===== src/design/lin_brk_pkg.sv =====
// Purpose: Shared constants for the LIN break sender and interrupt enables
// Assumes: 32-bit APB register access, one word per register
// Notes: Offsets, field positions and the enables, length and divisor reset values live here
package lin_brk_pkg;
	// ----------------------------------------
	// Register offsets (byte addresses)
	// ----------------------------------------
	localparam logic [7:0] OFF_CONFIG = 8'h00;
	localparam logic [7:0] OFF_STATUS = 8'h04;
	localparam logic [7:0] OFF_BITDIV = 8'h08;

	// ----------------------------------------
	// Field positions of uart_lin_config and of the status register
	// ----------------------------------------
	localparam int BIT_LIN_EN = 23;
	localparam int BIT_ROLE = 22;
	localparam int BRK_LEN_LSB = 16;
	localparam int BRK_LEN_W = 3;
	localparam int BIT_GATE = 14;
	localparam int BIT_SEND_BRK = 13;
	localparam int BIT_GLOBAL_IE = 12;
	localparam int IRQ_SRC_N = 12;
	localparam int BIT_BRK_DONE = 10;
	localparam int BIT_BRK_BUSY = 13;

	// ----------------------------------------
	// Reset values and break timing
	// ----------------------------------------
	localparam logic [12:0] ENABLES_RESET = 13'h0000;
	localparam logic [2:0] BRK_LEN_RESET = 3'h0;
	localparam logic [15:0] BITDIV_RESET = 16'h28b1;
	localparam logic [4:0] BREAK_BASE_BITS = 5'h0d;
	localparam logic [4:0] RECESSIVE_BITS = 5'h01;

	typedef enum logic [1:0] {
		BRK_IDLE = 2'b00,
		BRK_DOM = 2'b01,
		BRK_REC = 2'b10
	} brk_state_e;
endpackage : lin_brk_pkg


===== src/design/bit_tick_gen.sv =====
// Purpose: Bit-time enable pulse from the system clock
// Assumes: Divisor is cycles per bit; zero is treated as one
// Notes: Restart realigns so the first bit after it is a full bit time
`timescale 1ns/1ps
module bit_tick_gen #(
	parameter int DIV_W = 16
) (
	input wire logic clk_in,
	input wire logic rst_n_in,
	input wire logic restart_in,
	input wire logic [DIV_W-1:0] div_in,
	output logic tick_out
);
	logic [DIV_W-1:0] cnt_r;
	logic [DIV_W-1:0] cnt_nxt;
	logic [DIV_W-1:0] reload;

	always_comb begin
		reload = (div_in == '0) ? '0 : div_in - {{(DIV_W-1){1'b0}}, 1'b1};
		tick_out = !restart_in && (cnt_r == '0);
		if (restart_in || cnt_r == '0) begin
			cnt_nxt = reload;
		end else begin
			cnt_nxt = cnt_r - {{(DIV_W-1){1'b0}}, 1'b1};
		end
	end

	always_ff @(posedge clk_in) begin
		if (!rst_n_in) begin
			cnt_r <= '0;
		end else begin
			cnt_r <= cnt_nxt;
		end
	end
endmodule : bit_tick_gen


===== src/design/break_sender.sv =====
// Purpose: Dominant-then-recessive break sequencer
// Assumes: tick_in is one pulse per bit time, realigned at start_in
// Notes: Length is latched at start so a config write cannot stretch a break
`timescale 1ns/1ps
module break_sender (
	input wire logic clk_in,
	input wire logic rst_n_in,
	input wire logic start_in,
	input wire logic tick_in,
	input wire logic [2:0] len_in,
	output logic dominant_out,
	output logic busy_out,
	output logic done_out
);
	lin_brk_pkg::brk_state_e state_r, state_nxt;
	logic [4:0] bits_r, bits_nxt;
	logic [4:0] target_r, target_nxt;

	always_comb begin
		state_nxt = state_r;
		bits_nxt = bits_r;
		target_nxt = target_r;
		done_out = 1'b0;
		case (state_r)
			lin_brk_pkg::BRK_IDLE: begin
				if (start_in) begin
					state_nxt = lin_brk_pkg::BRK_DOM;
					bits_nxt = 5'h00;
					target_nxt = lin_brk_pkg::BREAK_BASE_BITS + {2'b00, len_in}; // see RQ2
				end
			end
			lin_brk_pkg::BRK_DOM: begin
				if (tick_in) begin
					bits_nxt = bits_r + 5'h01;
					if (bits_r + 5'h01 == target_r) begin
						state_nxt = lin_brk_pkg::BRK_REC;
						bits_nxt = 5'h00;
					end
				end
			end
			lin_brk_pkg::BRK_REC: begin
				if (tick_in) begin
					bits_nxt = bits_r + 5'h01;
					if (bits_r + 5'h01 == lin_brk_pkg::RECESSIVE_BITS) begin // see RQ2
						state_nxt = lin_brk_pkg::BRK_IDLE;
						done_out = 1'b1;
					end
				end
			end
			default: begin
				state_nxt = lin_brk_pkg::BRK_IDLE;
			end
		endcase
		dominant_out = (state_r == lin_brk_pkg::BRK_DOM);
		busy_out = (state_r != lin_brk_pkg::BRK_IDLE);
	end

	always_ff @(posedge clk_in) begin
		if (!rst_n_in) begin
			state_r <= lin_brk_pkg::BRK_IDLE;
			bits_r <= 5'h00;
			target_r <= 5'h00;
		end else begin
			state_r <= state_nxt;
			bits_r <= bits_nxt;
			target_r <= target_nxt;
		end
	end
endmodule : break_sender


===== src/design/lin_break_and_irq_enables.sv =====
// Purpose: LIN break-send command and interrupt enables of the serial port
// Assumes: APB3 slave, zero wait states; event inputs are one-cycle pulses
// Notes: The break waits for the byte in flight and holds the tx queue off
//
// Behaviour
// (RQ1) Break only when LIN enabled and master
// (RQ2) Send 13 plus length dominant, one recessive
// (RQ3) Command bit self-clears after the sequence
// (RQ4) Completion sets break-done, interrupts if enabled
// (RQ5) Queued bytes wait until break completes
// (RQ6) Command write-only, gated, zero ignored
// (RQ7) Gated write changes only the command
// (RQ8) Role select one means master
// (RQ9) Bit 12 global interrupt enable, reset zero
// (RQ10) Bit 11 enables idle timer interrupt
// (RQ11) Bit 9 enables sync-done interrupt
// (RQ12) Bits 8,7 enable tx overflow, full
// (RQ13) Bits 6,5 enable tx empty, ready
// (RQ14) Bits 4,3 enable rx overflow, underrun
// (RQ15) Bits 2,1,0 enable rx full, empty, ready
// (RQ16) Software commands break only in master mode
// (RQ17) Interrupt is global AND OR of enabled flags
`timescale 1ns/1ps
module lin_break_and_irq_enables #(
	parameter int ADDR_W = 8,
	parameter int DIV_W = 16
) (
	input wire logic clk_in,
	input wire logic rst_n_in,
	input wire logic psel_in,
	input wire logic penable_in,
	input wire logic pwrite_in,
	input wire logic [ADDR_W-1:0] paddr_in,
	input wire logic [31:0] pwdata_in,
	output logic [31:0] prdata_out,
	output logic pready_out,
	output logic pslverr_out,
	input wire logic [11:0] event_pulse_in,
	input wire logic tx_busy_in,
	input wire logic tx_serial_in,
	output logic tx_hold_out,
	output logic lin_tx_out,
	output logic irq_out
);
	// ----------------------------------------
	// Bus decode
	// ----------------------------------------
	logic [7:0] addr;
	logic wr_acc;
	logic rd_setup;
	logic sel_config;
	logic sel_status;
	logic sel_bitdiv;
	logic addr_ok;

	always_comb begin
		addr = 8'(paddr_in);
		wr_acc = psel_in && penable_in && pwrite_in;
		rd_setup = psel_in && !penable_in && !pwrite_in;
		sel_config = (addr == lin_brk_pkg::OFF_CONFIG);
		sel_status = (addr == lin_brk_pkg::OFF_STATUS);
		sel_bitdiv = (addr == lin_brk_pkg::OFF_BITDIV);
		addr_ok = sel_config || sel_status || sel_bitdiv;
		pready_out = 1'b1;
		pslverr_out = psel_in && penable_in && !addr_ok;
	end

	// ----------------------------------------
	// Configuration and command state
	// ----------------------------------------
	logic lin_en_r, lin_en_nxt;
	logic role_r, role_nxt;
	logic [2:0] len_r, len_nxt;
	logic [12:0] enables_r, enables_nxt;
	logic [DIV_W-1:0] bitdiv_r, bitdiv_nxt;
	logic brk_req_r, brk_req_nxt;
	logic gated_wr;
	logic accept;
	logic brk_start;
	logic brk_dominant;
	logic brk_busy;
	logic brk_done;
	logic tick;

	always_comb begin
		lin_en_nxt = lin_en_r;
		role_nxt = role_r;
		len_nxt = len_r;
		enables_nxt = enables_r;
		bitdiv_nxt = bitdiv_r;
		gated_wr = wr_acc && sel_config && pwdata_in[lin_brk_pkg::BIT_GATE];
		// A gated write touches nothing but the command
		accept = gated_wr && pwdata_in[lin_brk_pkg::BIT_SEND_BRK] // see RQ6
			&& lin_en_r && role_r && !brk_req_r; // see RQ1 // see RQ8
		if (wr_acc && sel_config && !gated_wr) begin // see RQ7
			enables_nxt = pwdata_in[12:0]; // see RQ9 // see RQ10 // see RQ11
			len_nxt = pwdata_in[lin_brk_pkg::BRK_LEN_LSB +: lin_brk_pkg::BRK_LEN_W];
			lin_en_nxt = pwdata_in[lin_brk_pkg::BIT_LIN_EN];
			// Role is frozen while the LIN extension runs
			if (!lin_en_r) begin
				role_nxt = pwdata_in[lin_brk_pkg::BIT_ROLE]; // see RQ8
			end
		end
		if (wr_acc && sel_bitdiv) begin
			bitdiv_nxt = pwdata_in[DIV_W-1:0];
		end
		if (brk_done) begin
			brk_req_nxt = 1'b0; // see RQ3
		end else if (accept) begin
			brk_req_nxt = 1'b1;
		end else begin
			brk_req_nxt = brk_req_r;
		end
		// Start only between bytes so a byte in flight is never cut
		brk_start = brk_req_r && !brk_busy && !tx_busy_in;
	end

	always_ff @(posedge clk_in) begin
		if (!rst_n_in) begin
			lin_en_r <= 1'b0;
			role_r <= 1'b0;
			len_r <= lin_brk_pkg::BRK_LEN_RESET;
			enables_r <= lin_brk_pkg::ENABLES_RESET; // see RQ12 // see RQ13
			bitdiv_r <= lin_brk_pkg::BITDIV_RESET;
			brk_req_r <= 1'b0;
		end else begin
			lin_en_r <= lin_en_nxt;
			role_r <= role_nxt;
			len_r <= len_nxt;
			enables_r <= enables_nxt; // see RQ14 // see RQ15
			bitdiv_r <= bitdiv_nxt;
			brk_req_r <= brk_req_nxt;
		end
	end

	// ----------------------------------------
	// Break sequencing
	// ----------------------------------------
	bit_tick_gen #(
		.DIV_W(DIV_W)
	) u_tick (
		.clk_in(clk_in),
		.rst_n_in(rst_n_in),
		.restart_in(brk_start),
		.div_in(bitdiv_r),
		.tick_out(tick)
	);

	break_sender u_brk (
		.clk_in(clk_in),
		.rst_n_in(rst_n_in),
		.start_in(brk_start),
		.tick_in(tick),
		.len_in(len_r),
		.dominant_out(brk_dominant),
		.busy_out(brk_busy),
		.done_out(brk_done)
	);

	logic lin_tx_r, lin_tx_nxt;

	always_comb begin
		lin_tx_nxt = brk_dominant ? 1'b0 : (brk_busy ? 1'b1 : tx_serial_in); // see RQ2
		tx_hold_out = brk_req_r; // see RQ5
	end

	always_ff @(posedge clk_in) begin
		if (!rst_n_in) begin
			lin_tx_r <= 1'b1;
		end else begin
			lin_tx_r <= lin_tx_nxt;
		end
	end

	// ----------------------------------------
	// Sticky events and interrupt
	// ----------------------------------------
	logic [11:0] status_r, status_nxt;
	logic [11:0] set_vec;
	logic [11:0] clr_vec;

	always_comb begin
		set_vec = event_pulse_in;
		set_vec[lin_brk_pkg::BIT_BRK_DONE] = brk_done; // see RQ4
		clr_vec = (wr_acc && sel_status) ? pwdata_in[11:0] : 12'h000;
		// Set wins over a same-cycle clear so no event is lost
		status_nxt = (status_r & ~clr_vec) | set_vec;
	end

	always_ff @(posedge clk_in) begin
		if (!rst_n_in) begin
			status_r <= 12'h000;
		end else begin
			status_r <= status_nxt;
		end
	end

	always_comb begin
		irq_out = enables_r[lin_brk_pkg::BIT_GLOBAL_IE] // see RQ9
			&& |(status_r & enables_r[11:0]); // see RQ17 // see RQ4
	end

	// ----------------------------------------
	// Read data, captured in the setup phase
	// ----------------------------------------
	logic [31:0] rdata_r, rdata_nxt;

	always_comb begin
		rdata_nxt = rdata_r;
		if (rd_setup) begin
			rdata_nxt = 32'h0000_0000;
			if (sel_config) begin
				rdata_nxt[lin_brk_pkg::BIT_LIN_EN] = lin_en_r;
				rdata_nxt[lin_brk_pkg::BIT_ROLE] = role_r;
				rdata_nxt[lin_brk_pkg::BRK_LEN_LSB +: lin_brk_pkg::BRK_LEN_W] = len_r;
				rdata_nxt[12:0] = enables_r;
			end else if (sel_status) begin
				rdata_nxt[lin_brk_pkg::BIT_BRK_BUSY] = brk_req_r;
				rdata_nxt[11:0] = status_r;
			end else if (sel_bitdiv) begin
				rdata_nxt[DIV_W-1:0] = bitdiv_r;
			end
		end
	end

	always_ff @(posedge clk_in) begin
		if (!rst_n_in) begin
			rdata_r <= 32'h0000_0000;
		end else begin
			rdata_r <= rdata_nxt;
		end
	end

	always_comb begin
		prdata_out = rdata_r;
		lin_tx_out = lin_tx_r;
	end

	logic [31:0] dom_cyc_r;
	logic [31:0] rec_cyc_r;
	logic [31:0] exp_dom_r;
	logic [31:0] div_eff;

	always_comb begin
		div_eff = (bitdiv_r == '0) ? 32'h0000_0001 : 32'(bitdiv_r);
	end

	always_ff @(posedge clk_in) begin
		if (!rst_n_in || brk_start) begin
			dom_cyc_r <= 32'h0000_0000;
			rec_cyc_r <= 32'h0000_0000;
			exp_dom_r <= 32'({2'b00, len_r} + lin_brk_pkg::BREAK_BASE_BITS) * div_eff;
		end else begin
			if (brk_dominant) begin
				dom_cyc_r <= dom_cyc_r + 32'h0000_0001;
			end
			if (brk_busy && !brk_dominant) begin
				rec_cyc_r <= rec_cyc_r + 32'h0000_0001;
			end
		end
	end
endmodule : lin_break_and_irq_enables


===== config.mk =====
export PLATFORM = sky130hd
export DESIGN_NAME = lin_break_and_irq_enables
export DESIGN_NICKNAME = d
export VERILOG_FILES = /design/src/design/lin_brk_pkg.sv /design/src/design/bit_tick_gen.sv /design/src/design/break_sender.sv /design/src/design/lin_break_and_irq_enables.sv
export SDC_FILE = /design/constraint.sdc
export NUM_CORES = 1
export LEC_CHECK = 0
export ABC_AREA = 1
export BUFFER_PORTS_ARGS = -buffer_cell sky130_fd_sc_hd__buf_4
export CAP_MARGIN = 10
export CORE_MARGIN = 3
export CORE_UTILIZATION = 40
export DETAILED_ROUTE_END_ITERATION = 8
export GPL_TIMING_DRIVEN = 0
export PLACE_DENSITY = 0.64
export SYNTH_ARGS = -nofsm -noshare
export SYNTH_HDL_FRONTEND = slang
export SYNTH_SLANG_ARGS = --single-unit

===== constraint.sdc =====
create_clock -name clk_in -period 2.8 [get_ports clk_in]
set_input_delay 0.14 -clock clk_in [delete_from_list [all_inputs] [get_ports clk_in]]
set_output_delay 0.14 -clock clk_in [all_outputs]
set_load 0.05 [all_outputs]

======== After elaboration in Yosys (flattened, before gate mapping) ========
Cells that the tools add are included.
operators by class
  add/subtract/negate cells ............... 4
  multiply operators ...................... 0
  div/mod/pow operators ................... 0
  magnitude comparators ................... 0
  equal/unequal tests ..................... 11
  shifts and indexed selects .............. 0
  muxes and demuxes ....................... 28
  bitwise gates (word level) .............. 6
  reductions and logical operators ........ 41
operators by type and width
  operator                                               number
  2-to-1 mux 16 bit                                      3
  zero test 16 bit                                       2
  subtractor 16 x 1 -> 16 bit, second input constant     2
  bitwise AND 12 bit                                     2
  2-to-1 mux 12 bit                                      2
  2-to-1 mux 5 bit                                       4
  logical AND 1 bit                                      18
  case mux 5 bit (3 select lines)                        1
  2-to-1 mux 2 bit                                       7
  2-to-1 mux 13 bit                                      1
  inverter 12 bit                                        1
  OR 12 bit                                              1
  OR reduction 12 bit                                    1
  equality test 8 x 3 -> 1 bit, second input constant    1
  equality test 8 x 4 -> 1 bit, second input constant    1
  zero test 1 bit                                        8
  zero test 8 bit                                        1
  2-to-1 mux 1 bit                                       7
  2-to-1 mux 3 bit                                       2
  inequality test 2 x 1 -> 1 bit, second input constant  3
  case mux 2 bit (3 select lines)                        1
  adder 4 x 3 -> 5 bit, first input constant             1
  adder 5 x 1 -> 5 bit, second input constant            1
  equality test 5 x 1 -> 1 bit, second input constant    1
  13 further kinds                                       18
storage, ports and cells
  bits in registers ....................... 97
  bits in latches ......................... 0
  RAM bits ................................ 0
  memory bits (read-only) ................. 0
  input bits .............................. 59
  output and inout port bits .............. 37
  word-level logic and storage cells ...... 103
  memories ................................ 0

======== Depth between registers and ports, before layout ========
Gate-level depths: netlist (run 1).
  depth in word-level cells ............... 9
  depth in mapped cells ................... 14
  mapped depth without buffers ............ 14

======== Cells and area by module ========
Synthesis (run 1) repeated with hierarchy kept, for this count alone.
unflattened totals
  cell total of the unflattened synthesis .. 794
  area total of the unflattened synthesis .. 5345.1 µm²
by module, submodules not included
  module                     instances  cells an instance  area each (µm²)  sequential area each (µm²)
  lin_break_and_irq_enables  1          434                3093.0           1381.3
  bit_tick_gen               1          240                1442.6           320.3
  break_sender               1          120                809.5            240.2

======== Least setup slack after synthesis (run 1) ========
OpenSTA, ideal clock, no wires.
  path type ............................... flip-flop to output port
  from .................................... reg enables_r[10]
  to ...................................... out irq_out
  arrival ................................. 1.696 ns
  data required time ...................... 2.660 ns
  setup slack ............................. 0.964 ns
  stages on the path, launching flop included .. 5
  path buffers ............................ 0
  path through ............................ dfxtp_1 inv_1 o22ai_1 a221oi_1 a21boi_0
on the way
  cells in the longest elaborated chain, start to end .. 3
ends and longest elaborated chain
  element                   RTL line                          text
  start: declaration        lin_break_and_irq_enables.sv:74   logic [12:0] enables_r, enables_nxt;
  start signal: assignment  lin_break_and_irq_enables.sv:123  enables_r <= lin_brk_pkg::ENABLES_RESET;
  start signal: assignment  lin_break_and_irq_enables.sv:130  enables_r <= enables_nxt;
  bitwise AND 12 bit        lin_break_and_irq_enables.sv:200  && |(status_r & enables_r[11:0]);
  OR reduction 12 bit       lin_break_and_irq_enables.sv:200
  logical AND 1 bit         lin_break_and_irq_enables.sv:200
  end: declaration          lin_break_and_irq_enables.sv:43   output logic irq_out
Every way passes these cells.

======== Worst setup path in the final report (run 1) ========
  from .................................... reg u_brk.state_r[0]
  to ...................................... reg u_tick.cnt_r[10]
on the way
  cells in the longest elaborated chain, start to end .. 6
ends and longest elaborated chain
  element                         RTL line                          text
  start: declaration              break_sender.sv:15                lin_brk_pkg::brk_state_e state_r, state_nxt;
  start signal: assignment        break_sender.sv:60                state_r <= lin_brk_pkg::BRK_IDLE;
  start signal: assignment        break_sender.sv:64                state_r <= state_nxt;
  nonzero test 2 bit              break_sender.sv:55                busy_out = (state_r != lin_brk_pkg::BRK_IDLE);
  zero test 1 bit                 lin_break_and_irq_enables.sv:115  brk_start = brk_req_r && !brk_busy && !tx_busy_in;
  logical AND 1 bit (2 in a row)  lin_break_and_irq_enables.sv:115
  logical OR 1 bit                bit_tick_gen.sv:21                if (restart_in || cnt_r == '0) begin
  2-to-1 mux 16 bit               bit_tick_gen.sv:21
  end signal: assignment          bit_tick_gen.sv:32                cnt_r <= cnt_nxt;
  end: declaration                bit_tick_gen.sv:14                logic [DIV_W-1:0] cnt_r;
Every way passes these cells.
A chain may end at the register's enable or synchronous reset.

==> reports/results.tsv, run 1 <==
stage	metric	value	unit
clocking	cts_tree	done	
floorplanning	die_w	121	µm
routing	first_pass_iters	5	
place	placed_area	6050	µm²
synthesis	async_flop_share	0	%
setup_path	max_stage_delay	330	ps
routing	vias	4781	
final_layout	stdcell_area	6430	µm²
final_layout	finalNetCount	898	
clocking	cts_setup_buffers	0	
timing	fin_tns_setup	0	ps
routing	postRouteAntennaNets	0	
pwr	clkPwrFrac	31.0	%
final_layout	drive_gt1_share	21.9	%
final_layout	area_growth	22.1	%
floorplanning	initial_core_util	41.4	%
place	hpwl	10.6	mm
floorplanning	die_y	121	µm
timing	max_clock_freq	0.539	GHz
routing	wirelength	13.4	mm
pwr	totalPowerFinal	4.38	mW
routing	wire_per_inst	13.4	µm
clocking	clockBufferDepth	2	
clocking	clock_latency	350	ps
clocking	cts_htree_levels	3	
setup_path	crit_chain	inv_1 -> ha_1 -> nand2_2 -> inv_2 -> a21oi_2 -> inv_2 -> nand2_2 -> inv_4 -> buf_12 -> nand2_2 -> a21oi_2	
floorplanning	coreArea	12700	µm²
timing	fin_crit_sh	66.3	%
routing	drt_iter0_drc	284	
global_routing	antenna_found_initial	0	
routing	drc	0	
flow_run	drv_cap	0	
synthesis	ys_seq_area_share	36.9	%
setup_path	critPathCaptureType	flop	
final_layout	diodes	0	
global_routing	grt_pass1_wl	21.9	mm
timing	clock-skew-final	10.4	ps
setup_path	arrival	2060	ps
place	dp_worst_setup_slack	946	ps
timing	setup_viol	0	
setup_path	cp.required	3010	ps
pwr	p_comb_share	32.0	%
timing	finalWorstSetupSlack	943	ps
timing	period_minus_slack	1860	ps
timing	worst_pin_slew	728	ps
synthesis	synth_edf_count	0	
pwr	power_leakage	2.80	nW
timing	drv_slew	0	
pwr	peakVddDrop	312	µV
place	port_buffers	71	
setup_path	critPathBufInv	5	
floorplanning	num_io_pins	96	
place	place_congestion	0.889	
pwr	powerDensity	681	nW/µm²
clocking	cts.clk_slew.worst_paths	70	ps
setup_path	start_kind	flop	
pwr	pwr-share-seq	37.1	%
synthesis	syn_area_per_cell	7.21	µm²
global_routing	grt_start_max_net_pins	17	
floorplanning	die_area	14600	µm²
synthesis	syn_inst	730	
global_routing	overflow	0	
synthesis	syn_area	5270	µm²
setup_path	crit_family	buffers and inverters	
synthesis	dominantRegCellSynth	dfxtp_1	
setup_path	crit_fanout	10	
clocking	numCtsBuffers	9	
global_routing	grtUsageTotal	18.7	%
clocking	cts-root-buf	clkbuf_16	
synthesis	yosysWarnings	0	
timing	grt_setup_unrepaired	no	
timing	timing.slew.headroom	51.5	%
hold_path	hold_path_class	input port to flop	
status	status	completed	
setup_path	path_common_cell	nand2_2	
pwr	internal-power	2.87	mW
synthesis	ys_types	41	
setup_path	slowest_stage	dfxtp_1	
setup_path	crit_type	flop to flop	
floorplanning	rows	41	
synthesis	ys_ff_latch	97	
clocking	cts_sinks	97	
pwr	p_switching	1.51	mW
global_routing	grt_pass1_vias	4488	
routing	routed_via_density	4.76	
timing	hold_violations	0	
pwr	swShare	34.6	%
power by group through the flow:
| stage | Combinational, mW | Sequential (mW) | Clock, mW |
|---|---|---|---|
| 2_1_floorplan | 1.05 | 1.69 | 0 |
| 3_3_place_gp | 1.38 | 1.65 | 0 |
| 3_5_place_dp | 1.39 | 1.65 | 0 |
| 4_1_cts | 1.41 | 1.62 | 1.38 |
| 5_1_grt | 1.58 | 1.64 | 1.42 |
| 6_report | 1.40 | 1.62 | 1.36 |
cell usage after synthesis, types with 7 or more instances:
cell	n	share of area [%]
nand2_1	107	7.6
nor2_1	105	7.5
dfxtp_1	97	37
inv_1	94	6.7
o21ai_0	60	5.7
a21oi_1	51	4.8
nand3_1	32	3.0
o22ai_1	18	2.1
buf_4	15	2.1
nand2_2	15	1.8
a211oi_2	14	3.3
a21oi_2	12	2.0
ha_1	12	2.9
clkbuf_1	11	0.78
xor2_1	10	1.7
buf_2	7	0.67
o211ai_1	7	1.0
state kept, by name (all words and copies together) (netlist names), 2 cells and up:
name,flops
u_brk.target_r,5
bitdiv_r,16
u_brk.state_r,2
u_brk.bits_r,5
u_tick.cnt_r,16
len_r,3
status_r,12
enables_r,13
prdata_out,21
metrics by stage:
| step | util [%] | std cells | hold WS, ps |
|---|---|---|---|
| 2_1_floorplan | - | 740 | 257 |
| 6_report | 50.6 | 1004 | 17.4 |
| 3_3_place_gp | 47.6 | 983 | 349 |
| 5_1_grt | 50.6 | 1004 | 27.5 |
| 4_1_cts | 50.6 | 1004 | 15.0 |
| 3_5_place_dp | 47.6 | 983 | 354 |
final cells by class:
type,instances,area (µm²)
sequential,97,1940
inverter,101,384
buffer,37,243
tap,172,215
fill,1271,6290
multi-input combinational,505,2740
timing repair buffer,76,583
clock buffer,10,239
clock inverter,6,91.3
final timing paths:
| kind | startpoint | end | slack [ps] | depth (start not counted) |
|---|---|---|---|---|
| worst min register to register | status_r[11] | status_r[11] | 480 | 2 |
| worst max register to register | u_brk.state_r[0] | u_tick.cnt_r[10] | 940 | 11 |
| worst min-delay path | tx_serial_in | lin_tx_out | 20 | 3 |
| worst max-delay path | u_brk.state_r[0] | u_tick.cnt_r[10] | 940 | 11 |
layer usage:
layer	GRT usage [%]	vias up	part of all wire [%]
li1	-	2544	-
met1	24.7	2139	49
met2	30.7	80	46
met3	2.57	18	2.9
met4	7.58	0	2.2
met5	0	-	0
cells in the final DEF, fill, tap and decap left out, types with 5 or more instances in the layout:
cell type / instances
buf_2: 7
buf_4: 86
nor2_4: 6
nor2_1: 105
ha_1: 12
dlygate4sd3_1: 5
nand2_2: 15
inv_1: 94
clkbuf_1: 11
nor3_1: 6
nor2_2: 5
a21oi_2: 12
xor2_1: 10
nand4_1: 6
a211oi_2: 14
nand3_1: 32
xnor2_1: 5
nand2_1: 107
o22ai_1: 18
clkbuf_16: 9
a21oi_1: 51
conb_1: 12
dfxtp_1: 97
o211ai_1: 7
o21ai_0: 60
inv_2: 5
worst register-to-register path: stages (launching register included):
cell and delay (ps):
dfxtp_1 330, inv_1 80, ha_1 250, nand2_2 170, inv_2 100, a21oi_2 230, inv_2 120, nand2_2 120
inv_4 60, buf_12 140, nand2_2 70, a21oi_2 50
logic make-up after synthesis:
family | count (synthesis) | share of synthesized area, %
AO/OA/AOI/OAI | 169 | 19.9
XOR/XNOR | 15 | 2.49
adder cells (fa/ha/maj) | 12 | 2.85
buffers and inverters | 138 | 11.9
flip-flops | 97 | 36.9
other | 2 | 0.143
AND/OR/NAND/NOR | 297 | 25.8
repair_timing:
action                    4_1_cts  5_1_grt
resized for setup               0        0
hold buffers                    5        0
hold endpoints to repair        5        0
(Power assumes the default switching activity.)
==> inputs of run 2 (changes only) <==
- PLACE_DENSITY: 0.64 -> 0.66
- clock period: 2.8 -> 1.7 ns (I/O delays scaled with it)
==> reports/results.tsv, run 2 (same netlist as run 1, synthesis figures left out) <==
stage	metric	value	unit
hold_path	min_path_cells	3	
flow_run	drv_cap	0	
pwr	peakVddDrop	720	µV
routing	wire_per_inst	13.8	µm
place	port_buffers	71	
floorplanning	num_io_pins	96	
setup_path	r2r_cells	10	
timing	grt_setup_unrepaired	yes	
floorplanning	rows	41	
clocking	cts-root-buf	clkbuf_16	
timing	timing.slew.headroom	46.8	%
timing	hold_violations	0	
place	dp_worst_setup_slack	-173	ps
clocking	clock_latency	340	ps
timing	fin_crit_sh	97.7	%
routing	drc	0	
hold_path	hold_path_class	input port to flop	
global_routing	grt_start_max_net_pins	16	
global_routing	antenna_found_initial	0	
timing	period_minus_slack	1660	ps
global_routing	grtUsageTotal	19.5	%
pwr	powerDensity	1090	nW/µm²
floorplanning	initial_core_util	41.4	%
routing	drt_iter0_drc	285	
global_routing	overflow	0	
setup_path	arrival	1900	ps
floorplanning	die_area	14600	µm²
routing	routed_via_density	4.86	
floorplanning	die_w	121	µm
floorplanning	coreArea	12700	µm²
pwr	power_leakage	2.97	nW
global_routing	grt_pass1_vias	4706	
setup_path	critPathCaptureType	flop	
clocking	cts_tree	done	
clocking	cts_sinks	97	
setup_path	rrSetupSlack	40	ps
setup_path	worstReg2RegStart	u_tick.cnt_r[1]	
status	status	completed	
timing	worst_pin_slew	798	ps
final_layout	mostFrequentLayoutCells	buf_4 (101), nand2_1 (99), nor2_1 (99)	
final_layout	stdcell_area	6870	µm²
timing	finalWorstSetupSlack	38.8	ps
routing	first_pass_iters	5	
final_layout	finalNetCount	931	
place	hpwl	10.7	mm
global_routing	grt_pass1_wl	22.9	mm
routing	vias	5034	
setup_path	crit_fanout	3	
final_layout	fill_cells	1250	
hold_path	hold_start	pwdata_in[8]	
timing	clock-skew-final	4.93	ps
final_layout	layout.cells.most_common	buf_4	
final_layout	largest_reg_flops	21	
floorplanning	die_y	121	µm
pwr	totalPowerFinal	7.45	mW
final_layout	drive_gt1_share	27.2	%
place	place_congestion	0.902	
clocking	numCtsBuffers	9	
routing	wirelength	14.3	mm
setup_path	crit_type	flop to flop	
final_layout	area_growth	30.4	%
timing	drv_slew	0	
final_layout	diodes	0	
timing	max_clock_freq	0.602	GHz
clocking	cts.clk_slew.worst_paths	70	ps
timing	setup_viol	0	
clocking	clockBufferDepth	2	
setup_path	start_kind	flop	
clocking	cts_htree_levels	3	
setup_path	cp.required	1940	ps
hold_path	holdPathEnd	bitdiv_r[8]	
timing	hold_slack	8.38	ps
setup_path	timing.rr.end	tx_hold_out	
place	placed_area	6050	µm²
routing	postRouteAntennaNets	0	
## run 2: cell types whose count changed in the layout (fill, tap and decap cells not counted), sizes merged
| cell | change |
|---|---|
| inv | +1 |
| bufinv | -1 |
| buf | +14 |
| clkbuf | +1 |
| clkinv | -1 |
| dlygate4sd3 | +17 |
## run 2: worst max path at each step
| stage | to | cells after the start | from | slack, ps |
|---|---|---|---|---|
| 2_1_floorplan | u_tick.cnt_r[8] | 11 | tx_hold_out | 50 |
| 6_report | tx_hold_out | 10 | u_tick.cnt_r[1] | 40 |
| 3_5_place_dp | u_tick.cnt_r[11] | 11 | u_brk.state_r[0] | -170 |
| 4_1_cts | tx_hold_out | 10 | u_tick.cnt_r[1] | 10 |
| 5_1_grt | u_brk.bits_r[3] | 13 | u_brk.bits_r[0] | -90 |
| 3_3_place_gp | u_tick.cnt_r[11] | 11 | u_brk.state_r[0] | -160 |
## run 2: critical path: stages (launching register included)
cell and delay, ps:
dfxtp_1 310, inv_2 90, ha_4 140, inv_2 30
nor2_2 100, nand2_2 70, nor2_4 130, nand3_2 120
or3_4 450, nand2_2 80, a21oi_2 30
## run 2: power breakdown
group / leakage, nW / switching, mW / internal [mW]
clock network: 0.142 / 0.886 / 1.13
logic: 2.04 / 1.60 / 1.16
registers: 0.793 / 0.186 / 2.50
total: 2.97 / 2.67 / 4.78
## run 2: area by class of cell
cell class	instances	area (µm²)	area share, %
Inverter	101	389	5.67
Sequential cell	97	1950	28.4
Tap cell	172	215	3.13
Clock buffer	9	225	3.28
Clock inverter	5	57.6	0.838
Timing Repair Buffer	109	891	13.0
Buffer	37	245	3.57
Multi-Input combinational cell	505	2890	42.1
## run 2: timing repair
item	CTS	global route
cloned	0	1
hold buffers	22	0
buffers inserted	4	11
gates resized for setup	12	42
pin swaps	1	18
hold endpoints to repair	22	0
setup endpoints to repair	24	25
## run 2: layer usage
metal	global-route usage [%]	part of all wire, %
met1	25.1	45
met5	0	0
met3	3.51	4.3
met4	6.73	2.0
met2	32.9	49
## run 2: through the flow
step	utilization [%]	TNS (ps)	std cells
floorplan	-	0	740
global placement	47.6	-2090	983
detailed placement	47.6	-2370	983
CTS	52.1	0	1023
global route	54.0	-746	1035
finish	54.0	0	1035
